[config.mk]
export PLATFORM = sky130hd
export DESIGN_NAME = fprb_regbank
export DESIGN_NICKNAME = d
export VERILOG_FILES = /design/src/rtl/fprb_axil_slave_note.sv /design/src/rtl/fprb_pkg.sv /design/src/rtl/fprb_field.sv /design/src/rtl/fprb_axil_slave.sv /design/src/rtl/fprb_regbank.sv
export VERILOG_INCLUDE_DIRS = /design/src /design/src/rtl
export SDC_FILE = /design/constraint.sdc
export NUM_CORES = 1
export LEC_CHECK = 0
export BUFFER_PORTS_ARGS = -buffer_cell sky130_fd_sc_hd__buf_4
export CAP_MARGIN = 20
export CORE_UTILIZATION = 53
export DETAILED_ROUTE_END_ITERATION = 8
export PLACE_DENSITY_LB_ADDON = 0.15
export RECOVER_POWER = 50
export SYNTH_ARGS = -nofsm -noshare
export SYNTH_HDL_FRONTEND = slang
export SYNTH_SLANG_ARGS = --single-unit
[constraint.sdc]
create_clock -name ref_clk -period 8.02 [get_ports ref_clk]
set_input_delay 1.604 -clock ref_clk [delete_from_list [all_inputs] [get_ports ref_clk]]
set_output_delay 1.604 -clock ref_clk [all_outputs]
set_load 0.02 [all_outputs]
[src/rtl/fprb_defines.svh]
// offsets, field positions, reset values and codes of the permission register bank
`ifndef FPRB_DEFINES_SVH
`define FPRB_DEFINES_SVH

`define FPRB_ADDR_W 12
`define FPRB_OFF_CTRL 12'h514
`define FPRB_OFF_PERM 12'h518
`define FPRB_OFF_STAT 12'h51c

`define FPRB_CTRL_RESET 32'h00050002
`define FPRB_MODE_LSB 0
`define FPRB_MODE_MSB 1
`define FPRB_OVR_BIT 4
`define FPRB_VAL_LSB 16
`define FPRB_VAL_MSB 31
`define FPRB_MODE_RESET 2'h2
`define FPRB_OVR_RESET 1'h0
`define FPRB_VAL_RESET 16'h0005

`define FPRB_MODE_OFF 2'h0
`define FPRB_MODE_NORMAL 2'h1
`define FPRB_MODE_EXTENDED 2'h2

`define FPRB_WO_LSB 0
`define FPRB_WO_MSB 7
`define FPRB_W1_LSB 8
`define FPRB_W1_MSB 15
`define FPRB_RW1_LSB 16
`define FPRB_RW1_MSB 23
`define FPRB_PERM_RESET 8'h00

`define FPRB_STAT_W1_BIT 0
`define FPRB_STAT_RW1_BIT 1
`define FPRB_STAT_MODE_LSB 2
`define FPRB_STAT_MODE_MSB 3
`define FPRB_STAT_CNT_LSB 8
`define FPRB_STAT_CNT_MSB 15
`define FPRB_STAT_RESET 16'h0000
`define FPRB_CNT_ONE 8'h01

`define FPRB_RESP_OKAY 2'h0
`define FPRB_RESP_SLVERR 2'h2

`endif

[src/rtl/fprb_axil_slave_note.sv]
// holds no logic; the bus front end is in fprb_axil_slave.sv

[src/rtl/fprb_pkg.sv]
// types and helper functions of the permission register bank
package fprb_pkg;

  typedef enum logic [2:0] {FPRB_RO, FPRB_WO, FPRB_RW, FPRB_W1, FPRB_RW1} fprb_perm_e;

  function automatic logic fprb_is_once(input fprb_perm_e s);
    fprb_is_once = (s == FPRB_W1) || (s == FPRB_RW1);
  endfunction : fprb_is_once

  // byte-lane merge of new data into the present word
  function automatic logic [31:0] fprb_merge(input logic [31:0] old, input logic [31:0] nw,
                                             input logic [3:0] strb);
    logic [31:0] r;
    r = old;
    for (int i = 0; i < 4; i++) begin
      if (strb[i]) begin
        r[i*8 +: 8] = nw[i*8 +: 8];
      end
    end
    fprb_merge = r;
  endfunction : fprb_merge

  // true when any enabled byte lane overlaps bits lsb..msb
  function automatic logic fprb_touch(input logic [3:0] strb, input int lsb, input int msb);
    logic hit;
    hit = 1'b0;
    for (int i = 0; i < 4; i++) begin
      if (strb[i] && (i * 8 <= msb) && (i * 8 + 7 >= lsb)) begin
        hit = 1'b1;
      end
    end
    fprb_touch = hit;
  endfunction : fprb_touch

endpackage : fprb_pkg

[src/rtl/fprb_field.sv]
// one register field with its own access permission scheme
`timescale 1ns/1ps
`default_nettype none
module fprb_field
  import fprb_pkg::*;
#(
  parameter int WIDTH = 8,
  parameter fprb_perm_e SCHEME = FPRB_RW,
  parameter logic [WIDTH-1:0] RESET_VAL = '0
) (
  // clock and reset
  input wire logic ref_clk,
  input wire logic reset,
  // write side
  input wire logic wrEn,
  input wire logic [WIDTH-1:0] wrData,
  // live value for read-only fields
  input wire logic [WIDTH-1:0] hwValue,
  // state
  output logic [WIDTH-1:0] stored,
  output logic [WIDTH-1:0] readBack,
  output logic locked
);

  always_ff @(posedge ref_clk or posedge reset) begin
    if (reset) begin
      locked <= 1'b0;
    end else if (wrEn && fprb_is_once(SCHEME)) begin
      locked <= 1'b1;
    end
  end

  always_ff @(posedge ref_clk or posedge reset) begin
    if (reset) begin
      stored <= RESET_VAL;
    end else if (SCHEME == FPRB_RO) begin
      stored <= hwValue; // writes never reach a read-only field
    end else if (wrEn && !(fprb_is_once(SCHEME) && locked)) begin
      stored <= wrData;
    end
  end

  // undefined reads are returned as zero
  always_comb begin
    case (SCHEME)
      FPRB_WO: readBack = '0;
      FPRB_W1: readBack = '0;
      default: readBack = stored;
    endcase
  end

endmodule : fprb_field
`default_nettype wire

[src/rtl/fprb_axil_slave.sv]
// AXI4-Lite slave front end: channel handshakes, held request, registered answers
`timescale 1ns/1ps
`default_nettype none
`include "fprb_defines.svh"
module fprb_axil_slave #(
  parameter int ADDR_W = 12
) (
  // clock and reset
  input wire logic ref_clk,
  input wire logic reset,
  // write address and data
  input wire logic [ADDR_W-1:0] awaddr,
  input wire logic awvalid,
  output logic awready,
  input wire logic [31:0] wdata,
  input wire logic [3:0] wstrb,
  input wire logic wvalid,
  output logic wready,
  // write response
  output logic [1:0] bresp,
  output logic bvalid,
  input wire logic bready,
  // read
  input wire logic [ADDR_W-1:0] araddr,
  input wire logic arvalid,
  output logic arready,
  output logic [31:0] rdata,
  output logic [1:0] rresp,
  output logic rvalid,
  input wire logic rready,
  // register side
  output logic wrFire,
  output logic [ADDR_W-1:0] wrAddr,
  output logic [31:0] wrData,
  output logic [3:0] wrStrb,
  input wire logic wrErr,
  output logic [ADDR_W-1:0] rdAddr,
  input wire logic [31:0] rdData,
  input wire logic rdErr
);

  logic rdPend;

  // a ready that is low means that channel's item is held
  assign wrFire = !awready && !wready && !bvalid;

  always_ff @(posedge ref_clk or posedge reset) begin
    if (reset) begin
      awready <= 1'b1;
      wrAddr <= '0;
    end else if (awvalid && awready) begin
      awready <= 1'b0;
      wrAddr <= awaddr;
    end else if (bvalid && bready) begin
      awready <= 1'b1;
    end
  end

  always_ff @(posedge ref_clk or posedge reset) begin
    if (reset) begin
      wready <= 1'b1;
      wrData <= '0;
      wrStrb <= '0;
    end else if (wvalid && wready) begin
      wready <= 1'b0;
      wrData <= wdata;
      wrStrb <= wstrb;
    end else if (bvalid && bready) begin
      wready <= 1'b1;
    end
  end

  always_ff @(posedge ref_clk or posedge reset) begin
    if (reset) begin
      bvalid <= 1'b0;
      bresp <= `FPRB_RESP_OKAY;
    end else if (wrFire) begin
      bvalid <= 1'b1;
      bresp <= wrErr ? `FPRB_RESP_SLVERR : `FPRB_RESP_OKAY;
    end else if (bvalid && bready) begin
      bvalid <= 1'b0;
    end
  end

  // read data is taken one cycle after the address so the mux sees a held address
  always_ff @(posedge ref_clk or posedge reset) begin
    if (reset) begin
      arready <= 1'b1;
      rdPend <= 1'b0;
      rdAddr <= '0;
      rvalid <= 1'b0;
      rdata <= '0;
      rresp <= `FPRB_RESP_OKAY;
    end else if (arvalid && arready) begin
      arready <= 1'b0;
      rdPend <= 1'b1;
      rdAddr <= araddr;
    end else if (rdPend) begin
      rdPend <= 1'b0;
      rvalid <= 1'b1;
      rdata <= rdErr ? '0 : rdData;
      rresp <= rdErr ? `FPRB_RESP_SLVERR : `FPRB_RESP_OKAY;
    end else if (rvalid && rready) begin
      rvalid <= 1'b0;
      arready <= 1'b1;
    end
  end

endmodule : fprb_axil_slave
`default_nettype wire

[src/rtl/fprb_regbank.sv]
// field permission register bank with AXI4-Lite access
`timescale 1ns/1ps
`default_nettype none
`include "fprb_defines.svh"
module fprb_regbank
  import fprb_pkg::*;
#(
  parameter int ADDR_W = `FPRB_ADDR_W
) (
  // clock and reset
  input wire logic ref_clk,
  input wire logic reset,
  // AXI4-Lite write address and data
  input wire logic [ADDR_W-1:0] awaddr,
  input wire logic awvalid,
  output logic awready,
  input wire logic [31:0] wdata,
  input wire logic [3:0] wstrb,
  input wire logic wvalid,
  output logic wready,
  // AXI4-Lite write response
  output logic [1:0] bresp,
  output logic bvalid,
  input wire logic bready,
  // AXI4-Lite read
  input wire logic [ADDR_W-1:0] araddr,
  input wire logic arvalid,
  output logic arready,
  output logic [31:0] rdata,
  output logic [1:0] rresp,
  output logic rvalid,
  input wire logic rready,
  // feature controls
  output logic featureEnable,
  output logic extendedOn,
  output logic overrideOn,
  output logic [15:0] featureValue,
  // permission demo fields
  output logic [7:0] woValue,
  output logic [7:0] w1Value,
  output logic [7:0] rw1Value
);

  logic wrFire;
  logic [ADDR_W-1:0] wrAddr;
  logic [31:0] wrData;
  logic [3:0] wrStrb;
  logic wrErr;
  logic [ADDR_W-1:0] rdAddr;
  logic [31:0] rdData;
  logic rdErr;
  logic hitCtrlW;
  logic hitPermW;
  logic hitStatW;
  logic [31:0] ctrlWord;
  logic [31:0] permStored;
  logic [31:0] ctrlNew;
  logic [31:0] permNew;
  logic [1:0] mode;
  logic [1:0] modeRd;
  logic ovr;
  logic ovrRd;
  logic [15:0] valRd;
  logic [7:0] woRd;
  logic [7:0] w1Rd;
  logic [7:0] rw1Rd;
  logic w1Locked;
  logic rw1Locked;
  logic [15:0] statLive;
  logic [15:0] statRd;
  logic [7:0] writeCount;

  fprb_axil_slave #(.ADDR_W(ADDR_W)) u_bus (
    .ref_clk(ref_clk),
    .reset(reset),
    .awaddr(awaddr),
    .awvalid(awvalid),
    .awready(awready),
    .wdata(wdata),
    .wstrb(wstrb),
    .wvalid(wvalid),
    .wready(wready),
    .bresp(bresp),
    .bvalid(bvalid),
    .bready(bready),
    .araddr(araddr),
    .arvalid(arvalid),
    .arready(arready),
    .rdata(rdata),
    .rresp(rresp),
    .rvalid(rvalid),
    .rready(rready),
    .wrFire(wrFire),
    .wrAddr(wrAddr),
    .wrData(wrData),
    .wrStrb(wrStrb),
    .wrErr(wrErr),
    .rdAddr(rdAddr),
    .rdData(rdData),
    .rdErr(rdErr)
  );

  //////////////////////////////////////////////////////////////////////////////
  // write decode

  assign hitCtrlW = wrFire && (wrAddr == `FPRB_OFF_CTRL);
  assign hitPermW = wrFire && (wrAddr == `FPRB_OFF_PERM);
  assign hitStatW = wrFire && (wrAddr == `FPRB_OFF_STAT);
  assign wrErr = !((wrAddr == `FPRB_OFF_CTRL) || (wrAddr == `FPRB_OFF_PERM)
                   || (wrAddr == `FPRB_OFF_STAT));

  // byte lanes without strobe keep their old contents
  assign ctrlNew = fprb_merge(ctrlWord, wrData, wrStrb);
  assign permNew = fprb_merge(permStored, wrData, wrStrb);

  //////////////////////////////////////////////////////////////////////////////
  // feature control register

  fprb_field #(.WIDTH(2), .SCHEME(FPRB_RW), .RESET_VAL(`FPRB_MODE_RESET)) u_mode (
    .ref_clk(ref_clk),
    .reset(reset),
    .wrEn(hitCtrlW && fprb_touch(wrStrb, `FPRB_MODE_LSB, `FPRB_MODE_MSB)),
    .wrData(ctrlNew[`FPRB_MODE_MSB:`FPRB_MODE_LSB]),
    .hwValue(2'h0),
    .stored(mode),
    .readBack(modeRd),
    .locked()
  );

  // deprecated, still stored and decoded for old software
  fprb_field #(.WIDTH(1), .SCHEME(FPRB_RW), .RESET_VAL(`FPRB_OVR_RESET)) u_ovr (
    .ref_clk(ref_clk),
    .reset(reset),
    .wrEn(hitCtrlW && fprb_touch(wrStrb, `FPRB_OVR_BIT, `FPRB_OVR_BIT)),
    .wrData(ctrlNew[`FPRB_OVR_BIT]),
    .hwValue(1'b0),
    .stored(ovr),
    .readBack(ovrRd),
    .locked()
  );

  fprb_field #(.WIDTH(16), .SCHEME(FPRB_RW), .RESET_VAL(`FPRB_VAL_RESET)) u_val (
    .ref_clk(ref_clk),
    .reset(reset),
    .wrEn(hitCtrlW && fprb_touch(wrStrb, `FPRB_VAL_LSB, `FPRB_VAL_MSB)),
    .wrData(ctrlNew[`FPRB_VAL_MSB:`FPRB_VAL_LSB]),
    .hwValue(16'h0000),
    .stored(featureValue),
    .readBack(valRd),
    .locked()
  );

  // reserved bits are dropped on write and read as zero
  always_comb begin
    ctrlWord = '0;
    ctrlWord[`FPRB_MODE_MSB:`FPRB_MODE_LSB] = modeRd;
    ctrlWord[`FPRB_OVR_BIT] = ovrRd;
    ctrlWord[`FPRB_VAL_MSB:`FPRB_VAL_LSB] = valRd;
  end

  //////////////////////////////////////////////////////////////////////////////
  // permission demonstration register

  fprb_field #(.WIDTH(8), .SCHEME(FPRB_WO), .RESET_VAL(`FPRB_PERM_RESET)) u_wo (
    .ref_clk(ref_clk),
    .reset(reset),
    .wrEn(hitPermW && fprb_touch(wrStrb, `FPRB_WO_LSB, `FPRB_WO_MSB)),
    .wrData(permNew[`FPRB_WO_MSB:`FPRB_WO_LSB]),
    .hwValue(8'h00),
    .stored(woValue),
    .readBack(woRd),
    .locked()
  );

  fprb_field #(.WIDTH(8), .SCHEME(FPRB_W1), .RESET_VAL(`FPRB_PERM_RESET)) u_w1 (
    .ref_clk(ref_clk),
    .reset(reset),
    .wrEn(hitPermW && fprb_touch(wrStrb, `FPRB_W1_LSB, `FPRB_W1_MSB)),
    .wrData(permNew[`FPRB_W1_MSB:`FPRB_W1_LSB]),
    .hwValue(8'h00),
    .stored(w1Value),
    .readBack(w1Rd),
    .locked(w1Locked)
  );

  fprb_field #(.WIDTH(8), .SCHEME(FPRB_RW1), .RESET_VAL(`FPRB_PERM_RESET)) u_rw1 (
    .ref_clk(ref_clk),
    .reset(reset),
    .wrEn(hitPermW && fprb_touch(wrStrb, `FPRB_RW1_LSB, `FPRB_RW1_MSB)),
    .wrData(permNew[`FPRB_RW1_MSB:`FPRB_RW1_LSB]),
    .hwValue(8'h00),
    .stored(rw1Value),
    .readBack(rw1Rd),
    .locked(rw1Locked)
  );

  always_comb begin
    permStored = '0;
    permStored[`FPRB_WO_MSB:`FPRB_WO_LSB] = woValue;
    permStored[`FPRB_W1_MSB:`FPRB_W1_LSB] = w1Value;
    permStored[`FPRB_RW1_MSB:`FPRB_RW1_LSB] = rw1Value;
  end

  //////////////////////////////////////////////////////////////////////////////
  // read-only status

  always_ff @(posedge ref_clk or posedge reset) begin
    if (reset) begin
      writeCount <= '0;
    end else if (wrFire && !wrErr) begin
      writeCount <= writeCount + `FPRB_CNT_ONE;
    end
  end

  always_comb begin
    statLive = '0;
    statLive[`FPRB_STAT_W1_BIT] = w1Locked;
    statLive[`FPRB_STAT_RW1_BIT] = rw1Locked;
    statLive[`FPRB_STAT_MODE_MSB:`FPRB_STAT_MODE_LSB] = mode;
    statLive[`FPRB_STAT_CNT_MSB:`FPRB_STAT_CNT_LSB] = writeCount;
  end

  // one cycle behind the live state; a write here is answered OKAY and dropped
  fprb_field #(.WIDTH(16), .SCHEME(FPRB_RO), .RESET_VAL(`FPRB_STAT_RESET)) u_stat (
    .ref_clk(ref_clk),
    .reset(reset),
    .wrEn(hitStatW),
    .wrData(wrData[15:0]),
    .hwValue(statLive),
    .stored(),
    .readBack(statRd),
    .locked()
  );

  //////////////////////////////////////////////////////////////////////////////
  // read mux

  always_comb begin
    rdData = '0;
    rdErr = 1'b0;
    case (rdAddr)
      `FPRB_OFF_CTRL: rdData = ctrlWord;
      `FPRB_OFF_PERM: rdData = {8'h00, rw1Rd, w1Rd, woRd};
      `FPRB_OFF_STAT: rdData = {16'h0000, statRd};
      default: rdErr = 1'b1;
    endcase
  end

  //////////////////////////////////////////////////////////////////////////////
  // registered feature decode

  always_ff @(posedge ref_clk or posedge reset) begin
    if (reset) begin
      featureEnable <= 1'b1;
      extendedOn <= 1'b1;
      overrideOn <= 1'b0;
    end else begin
      featureEnable <= (mode == `FPRB_MODE_NORMAL) || (mode == `FPRB_MODE_EXTENDED);
      extendedOn <= (mode == `FPRB_MODE_EXTENDED);
      overrideOn <= ovr;
    end
  end
endmodule : fprb_regbank
`default_nettype wire

==> impl_metrics.py, run 1 <==
metrics = {
    "sta": {
        "rsz0062_at_grt": "false",
        "fmax_mhz": 222,
        "slew_violations": 145,
        "period_needed_ns": 4.50,
        "worstMarginPinSlew_ns": 3.79,
        "setup_viol": 0,
        "hold_viol": 0,
        "relSlewSlack": -1.54,
        "fin_tns_setup_ns": 0,
        "finClkSkew_ns": 0.00639,
        "min_period_over_period": 0.562,
    },
    "die": {
        "core_area_um2": 11500,
        "die_w_um": 111,
        "rows": 39,
        "dieArea_um2": 12300,
        "num_io_pins": 151,
        "initial_utilization": 0.547,
        "die_h_um": 111,
    },
    "detailed_routing": {
        "viasPerCell": 5.31,
        "detail-route-antenna-nets": 0,
        "drt_wl_total_um": 12400,
        "post_drt_wl_per_cell_um": 17.4,
        "drc": 0,
        "first_iter_violations": 174,
        "drt_pre_antenna_iters": 4,
        "vias": 3781,
    },
    "global_routing": {
        "grt_pass1_vias": 4048,
        "grt-ovfl-total": 0,
        "grt_pass1_wl_um": 20500,
        "grt.total_usage": 0.217,
        "antenna_found_initial": 0,
        "grt_max_degree": 90,
    },
    "power_and_ir_drop": {
        "seqPwrFrac": 0.483,
        "p_per_area_nw_per_um2": 273,
        "switching_power_w": 0.000505,
        "internal_power_w": 0.00169,
        "p_clk_frac": 0.390,
        "swShare": 0.230,
        "p_leak_nw": 4.08,
        "power_frac_comb": 0.127,
        "worst_ir_drop_vdd_v": 0.000196,
    },
    "clocking": {
        "clk_latency_ns": 0.42,
        "clockBufferDepth": 2,
        "cts_resized": 0,
        "hold_buffers": 0,
        "cts_sinks": 165,
        "cts_tree": "done",
        "cts_made_buffers": 17,
        "cts_setup_buffers": 0,
        "cts-root-buf": "clkbuf_16",
        "path_clk_slew_ns": 0.06,
        "htreeDepth": 4,
    },
    "critical_path": {
        "worst_ep_arrival_time_ns": 4.91,
        "cpLargestDelayFamily": "buffers and inverters",
        "cp_cell_sequence": "clkbuf_4 -> clkinvlp_2 -> buf_4",
        "cpPeakStageDelay_ns": 2.12,
        "path_class": "primary input to asynchronous set/reset pin",
        "cp-end-kind": "asynchronous set/reset pin",
        "critPathMaxFanout": 89,
        "crit_required_ns": 8.43,
        "crit_path_top_delay_cell": "clkinvlp_2",
        "start_kind": "primary input",
        "path_buf_inv": 3,
    },
    "synth": {
        "synthCells": 403,
        "synth_warnings": 0,
        "synth_most_common_cell": "dfrtp_1",
        "ys_top_cells_by_area": "dfrtp_1 63%, mux2_2 18%, dfstp_2 3.4%",
        "synth_edf_count": 0,
        "yosys.cell_types.count": 39,
        "synth_top_cell_area_share": 0.626,
        "netlist_area_um2": 6270,
        "synth_seq_cells": 165,
        "syn_avg_cell_area_um2": 15.6,
        "ys_async_sr_fraction": 1.00,
        "yosysTopAreaCell": "dfrtp_1",
        "ys_seq_area_frac": 0.660,
        "synthFlopType": "dfrtp_1",
        "ys_top_cells_by_count": "157 x dfrtp_1, 100 x mux2_2, 19 x a22o_1",
    },
    "layout": {
        "area_growth_pct": 28.0,
        "fin_area_um2": 8030,
        "final_nets": 625,
        "antenna_cells": 0,
        "num-fill-cells": 833,
        "drive_gt1_frac": 0.485,
    },
    "placement": {
        "place_area_um2": 7490,
        "gp_congestion": 0.773,
        "numPortBuffers": 145,
        "dp_hpwl_um": 8540,
    },
    "run": {
        "cap_violations": 4,
    },
    "outcome": {
        "outcome": "complete, but fails checks",
        "violations": "max-capacitance violations, max-slew violations",
    },
    "hold_path": {
        "hold_path.class": "flop to flop",
    },
}
## sequential cells by signal, summed over array words and instances, names as in the netlist, 2 cells and up
| signal | flops |
|---|---|
| u_rw1.readBack | 8 |
| u_bus.wrAddr | 12 |
| u_mode.readBack | 2 |
| u_bus.wrData | 32 |
| u_w1.stored | 8 |
| u_bus.rdAddr | 12 |
| u_stat.readBack | 12 |
| u_val.readBack | 16 |
| writeCount | 8 |
| u_bus.rdata | 29 |
| u_bus.wrStrb | 4 |
| u_wo.stored | 8 |
## power groups by stage
stage	clock network [W]	logic, W	registers (W)
finish	0.000855	0.000279	0.00106
detailed placement	0	0.000292	0.00108
global route	0.000908	0.000306	0.00108
floorplan	0	0.000210	0.00106
CTS	0.000869	0.000293	0.00106
global placement	0	0.000280	0.00106
## layout make-up
type	instances	area (µm²)	share of cell area
sequential	165	4140	0.516
multi-input combinational	219	1990	0.248
timing repair buffer	146	1050	0.131
clock buffer	25	526	0.0655
tap	143	179	0.0223
clock inverter	7	115	0.0143
inverter	7	27.5	0.00343
## per-stage QoR
stage	hold WS, ns	std cells	worst slack, ns	total power (W)	util
finish	0.398	712	3.52	0.00219	0.700
global route	0.412	712	2.74	0.00229	0.700
CTS	0.398	712	4.65	0.00222	0.709
detailed placement	0.402	680	4.22	0.00137	0.653
global placement	0.384	680	4.34	0.00134	0.653
floorplan	0.370	407	1.97	0.00127	-
## logic make-up after synthesis
logic type / Yosys count / share of synthesized area
other: 1 / 0.000598
DFF: 165 / 0.660
adders and majority gates: 2 / 0.00399
AOI/OAI and AO/OA: 35 / 0.0477
and+or+nand+nor: 62 / 0.0678
xor gates and xnor gates: 7 / 0.00978
buffers and inverters: 23 / 0.0172
muxes: 108 / 0.193
## layer usage
layer,vias up,track usage,wire [µm]
met5,-,0,0
met4,0,0.0871,216
met3,17,0.0645,709
met2,104,0.343,6130
met1,1912,0.281,5310
li1,1748,-,-
## worst register-to-register path, cell delays in order, from the launching register on
cell     delay (ns)
dfrtp_1        0.42
nor3_1         0.43
nand4_1        0.44
nor4b_1        2.03
mux2_2         0.47
## worst paths after layout
check                               from                  end  slack (ns)  cells past startpoint
setup / recovery                   reset        writeCount[5]        3.52                      3
hold / removal             writeCount[7]  u_stat.readBack[15]        0.40                      0
setup reg to reg            u_bus.bvalid    u_rw1.readBack[2]        4.13                      4
hold reg to reg            writeCount[7]  u_stat.readBack[15]        0.40                      0
max in group ref_clk        u_bus.bvalid    u_rw1.readBack[2]        4.13                      4
min in group asynchronous          reset      u_bus.wrAddr[4]        2.33                      2
## cell usage in the layout (no fill, tap or decap), types with 3 or more instances in the layout
cell type and count:
a21o_1 3, a221o_1 8, a22o_1 19, and2_1 8, buf_4 129, bufinv_16 3
clkbuf_1 13, clkbuf_16 17, clkbuf_4 5, clkbuf_8 7, conb_1 5, dfrtp_1 157
dfstp_2 7, inv_1 6, mux2_1 6, mux2_2 97, mux2i_1 5, nand2_1 14
nand3_1 6, nor2_1 11, nor4b_1 5, o21ai_0 3, xor2_1 5
Power figures use the tool's default switching activity.
==> run 2, diff against run 1 <==
clock period = 4.3 ns   (was 8.02 ns; I/O delays follow)
==> run 2 against run 1 <==
  * The flow still finishes with violations (max-capacitance violations, max-slew violations)
  * Sequential power is 86% higher
  * Flip-flop and latch count did not move
  * Combinational power grew 91%
  * Largest power group unchanged
  * Highest routed layer unchanged
==> impl_metrics.py, run 2 (same netlist as run 1, synthesis figures left out) <==
metrics = {
    "layout": {
        "num-fill-cells": 827,
        "final_common_cell": "dfrtp_1",
        "final_nets": 626,
        "antenna_cells": 0,
        "top_register": "u_bus.wrData",
        "final_cell_mix": "157 x dfrtp_1, 144 x buf_4, 100 x mux2_2",
        "largest_register_ff_count": 32,
        "area_growth_pct": 29.3,
        "drive_gt1_frac": 0.510,
        "fin_util": 0.707,
        "fin_cells": 712,
    },
    "sta": {
        "fmax_mhz": 386,
        "min_period_over_period": 0.602,
        "finClkSkew_ns": 0.00441,
        "period_needed_ns": 2.59,
        "relSlewSlack": -0.444,
        "setup_viol": 0,
        "rsz0062_at_grt": "false",
        "fin_tns_setup_ns": 0,
        "slew_violations": 166,
        "hold_viol": 0,
        "worstMarginPinSlew_ns": 2.17,
    },
    "die": {
        "core_area_um2": 11500,
        "num_io_pins": 151,
        "dieArea_um2": 12300,
        "initial_utilization": 0.547,
        "die_w_um": 111,
        "die_h_um": 111,
        "rows": 39,
    },
    "clocking": {
        "cts_sinks": 165,
        "cts_made_buffers": 17,
        "clk_latency_ns": 0.41,
        "path_clk_slew_ns": 0.06,
        "htreeDepth": 4,
        "cts-root-buf": "clkbuf_16",
        "cts_resized": 0,
        "hold_buffers": 0,
        "cts_tree": "done",
        "clockBufferDepth": 2,
        "cts_setup_buffers": 0,
    },
    "placement": {
        "gp_congestion": 0.759,
        "dp_hpwl_um": 8220,
        "numPortBuffers": 145,
        "dp_cells": 681,
    },
    "hold_path": {
        "hold_path.class": "flop to flop",
    },
    "power_and_ir_drop": {
        "worst_ir_drop_vdd_v": 0.000401,
        "p_leak_nw": 4.14,
        "p_per_area_nw_per_um2": 503,
    },
    "detailed_routing": {
        "drt_wl_total_um": 12200,
        "post_drt_wl_per_cell_um": 17.1,
        "viasPerCell": 5.33,
        "drt_pre_antenna_iters": 5,
        "first_iter_violations": 169,
        "drc": 0,
        "vias": 3796,
        "detail-route-antenna-nets": 0,
    },
    "run": {
        "cap_violations": 1,
    },
    "global_routing": {
        "grt-ovfl-total": 0,
        "grt.total_usage": 0.216,
        "grt_pass1_vias": 4049,
        "use_met3": 0.0705,
        "grt_max_degree": 166,
        "gr-usage-met2": 0.343,
        "grtUsageMet1": 0.272,
        "grt_pass1_wl_um": 20500,
        "antenna_found_initial": 0,
        "busiest_layer": "met2",
    },
    "critical_path": {
        "r2r_end": "u_rw1.readBack[1]",
        "cp_common_cell": "clkbuf_4",
        "worst_ep_arrival_time_ns": 2.67,
        "cp-end-kind": "asynchronous set/reset pin",
        "path_buf_inv": 3,
        "rrSetupSlack_ns": 1.79,
        "path_depth": 3,
        "crit_required_ns": 4.38,
        "crit_path_start": "reset",
        "crit_path_top_delay_cell": "clkbuf_4",
        "critPathMaxFanout": 165,
        "cpLargestDelayFamily": "buffers and inverters",
        "start_kind": "primary input",
        "path_class": "primary input to asynchronous set/reset pin",
        "cpPeakStageDelay_ns": 1.50,
        "cp_cell_sequence": "clkbuf_4 -> clkinvlp_2 -> clkbuf_4",
        "r2r_cells": 4,
        "crit_end": "u_w1.stored[3]",
        "r2r_start": "u_bus.awready",
    },
    "outcome": {
        "violations": "max-capacitance violations, max-slew violations",
        "outcome": "complete, but fails checks",
    },
}
run 2: cell count changes in the layout (fill, tap and decap cells not counted), sizes merged:
cell	change
buf	+15
bufinv	+1
clkbuf	-17
clkinv	+1
run 2: cell type report:
cell class                 count  area (µm²)  area share
sequential                   165        4140       0.511
tap                          143         179      0.0221
multi-input combinational    219        2040       0.251
clock inverter                 9         150      0.0185
clock buffer                  22         474      0.0585
inverter                       7        27.5     0.00340
timing repair buffer         147        1100       0.136
run 2: worst min path at each step:
stage                     slack (ns)           start                   to  depth (start not counted)
after floorplan                 0.37  u_ovr.readBack           overrideOn                          0
after global placement          0.39   writeCount[7]  u_stat.readBack[15]                          0
after detailed placement        0.40   writeCount[7]  u_stat.readBack[15]                          0
after CTS                       0.42   writeCount[7]  u_stat.readBack[15]                          0
after global routing            0.42   writeCount[7]  u_stat.readBack[15]                          0
final                           0.41   writeCount[7]  u_stat.readBack[15]                          0
run 2: power by group:
| group | switching, W | internal, W | total, W |
|---|---|---|---|
| combinational | 0.000218 | 0.000314 | 0.000532 |
| sequential | 0.000158 | 0.00181 | 0.00197 |
| clock | 0.000565 | 0.00101 | 0.00158 |
run 2: layer usage:
layer / part of all wire / routed length (µm)
met4: 0.018 / 225
met3: 0.071 / 863
met1: 0.42 / 5090
met2: 0.49 / 5990
met5: 0 / 0
run 2: worst reg2reg max path: cells and delay by family (launching register included):
kind | cells | cell delay [ns]
and+or+nand+nor | 3 | 1.58
DFF | 1 | 0.40
muxes | 1 | 0.42
run 2: through the flow:
step	worst slack (ns)	instance area, µm²	power, W	hold WS [ns]
floorplan	1.35	6290	0.00237	0.370
global placement	1.64	7510	0.00250	0.386
detailed placement	1.46	7510	0.00255	0.403
CTS	1.92	8130	0.00413	0.416
global route	1.24	8110	0.00425	0.423
finish	1.71	8110	0.00408	0.408
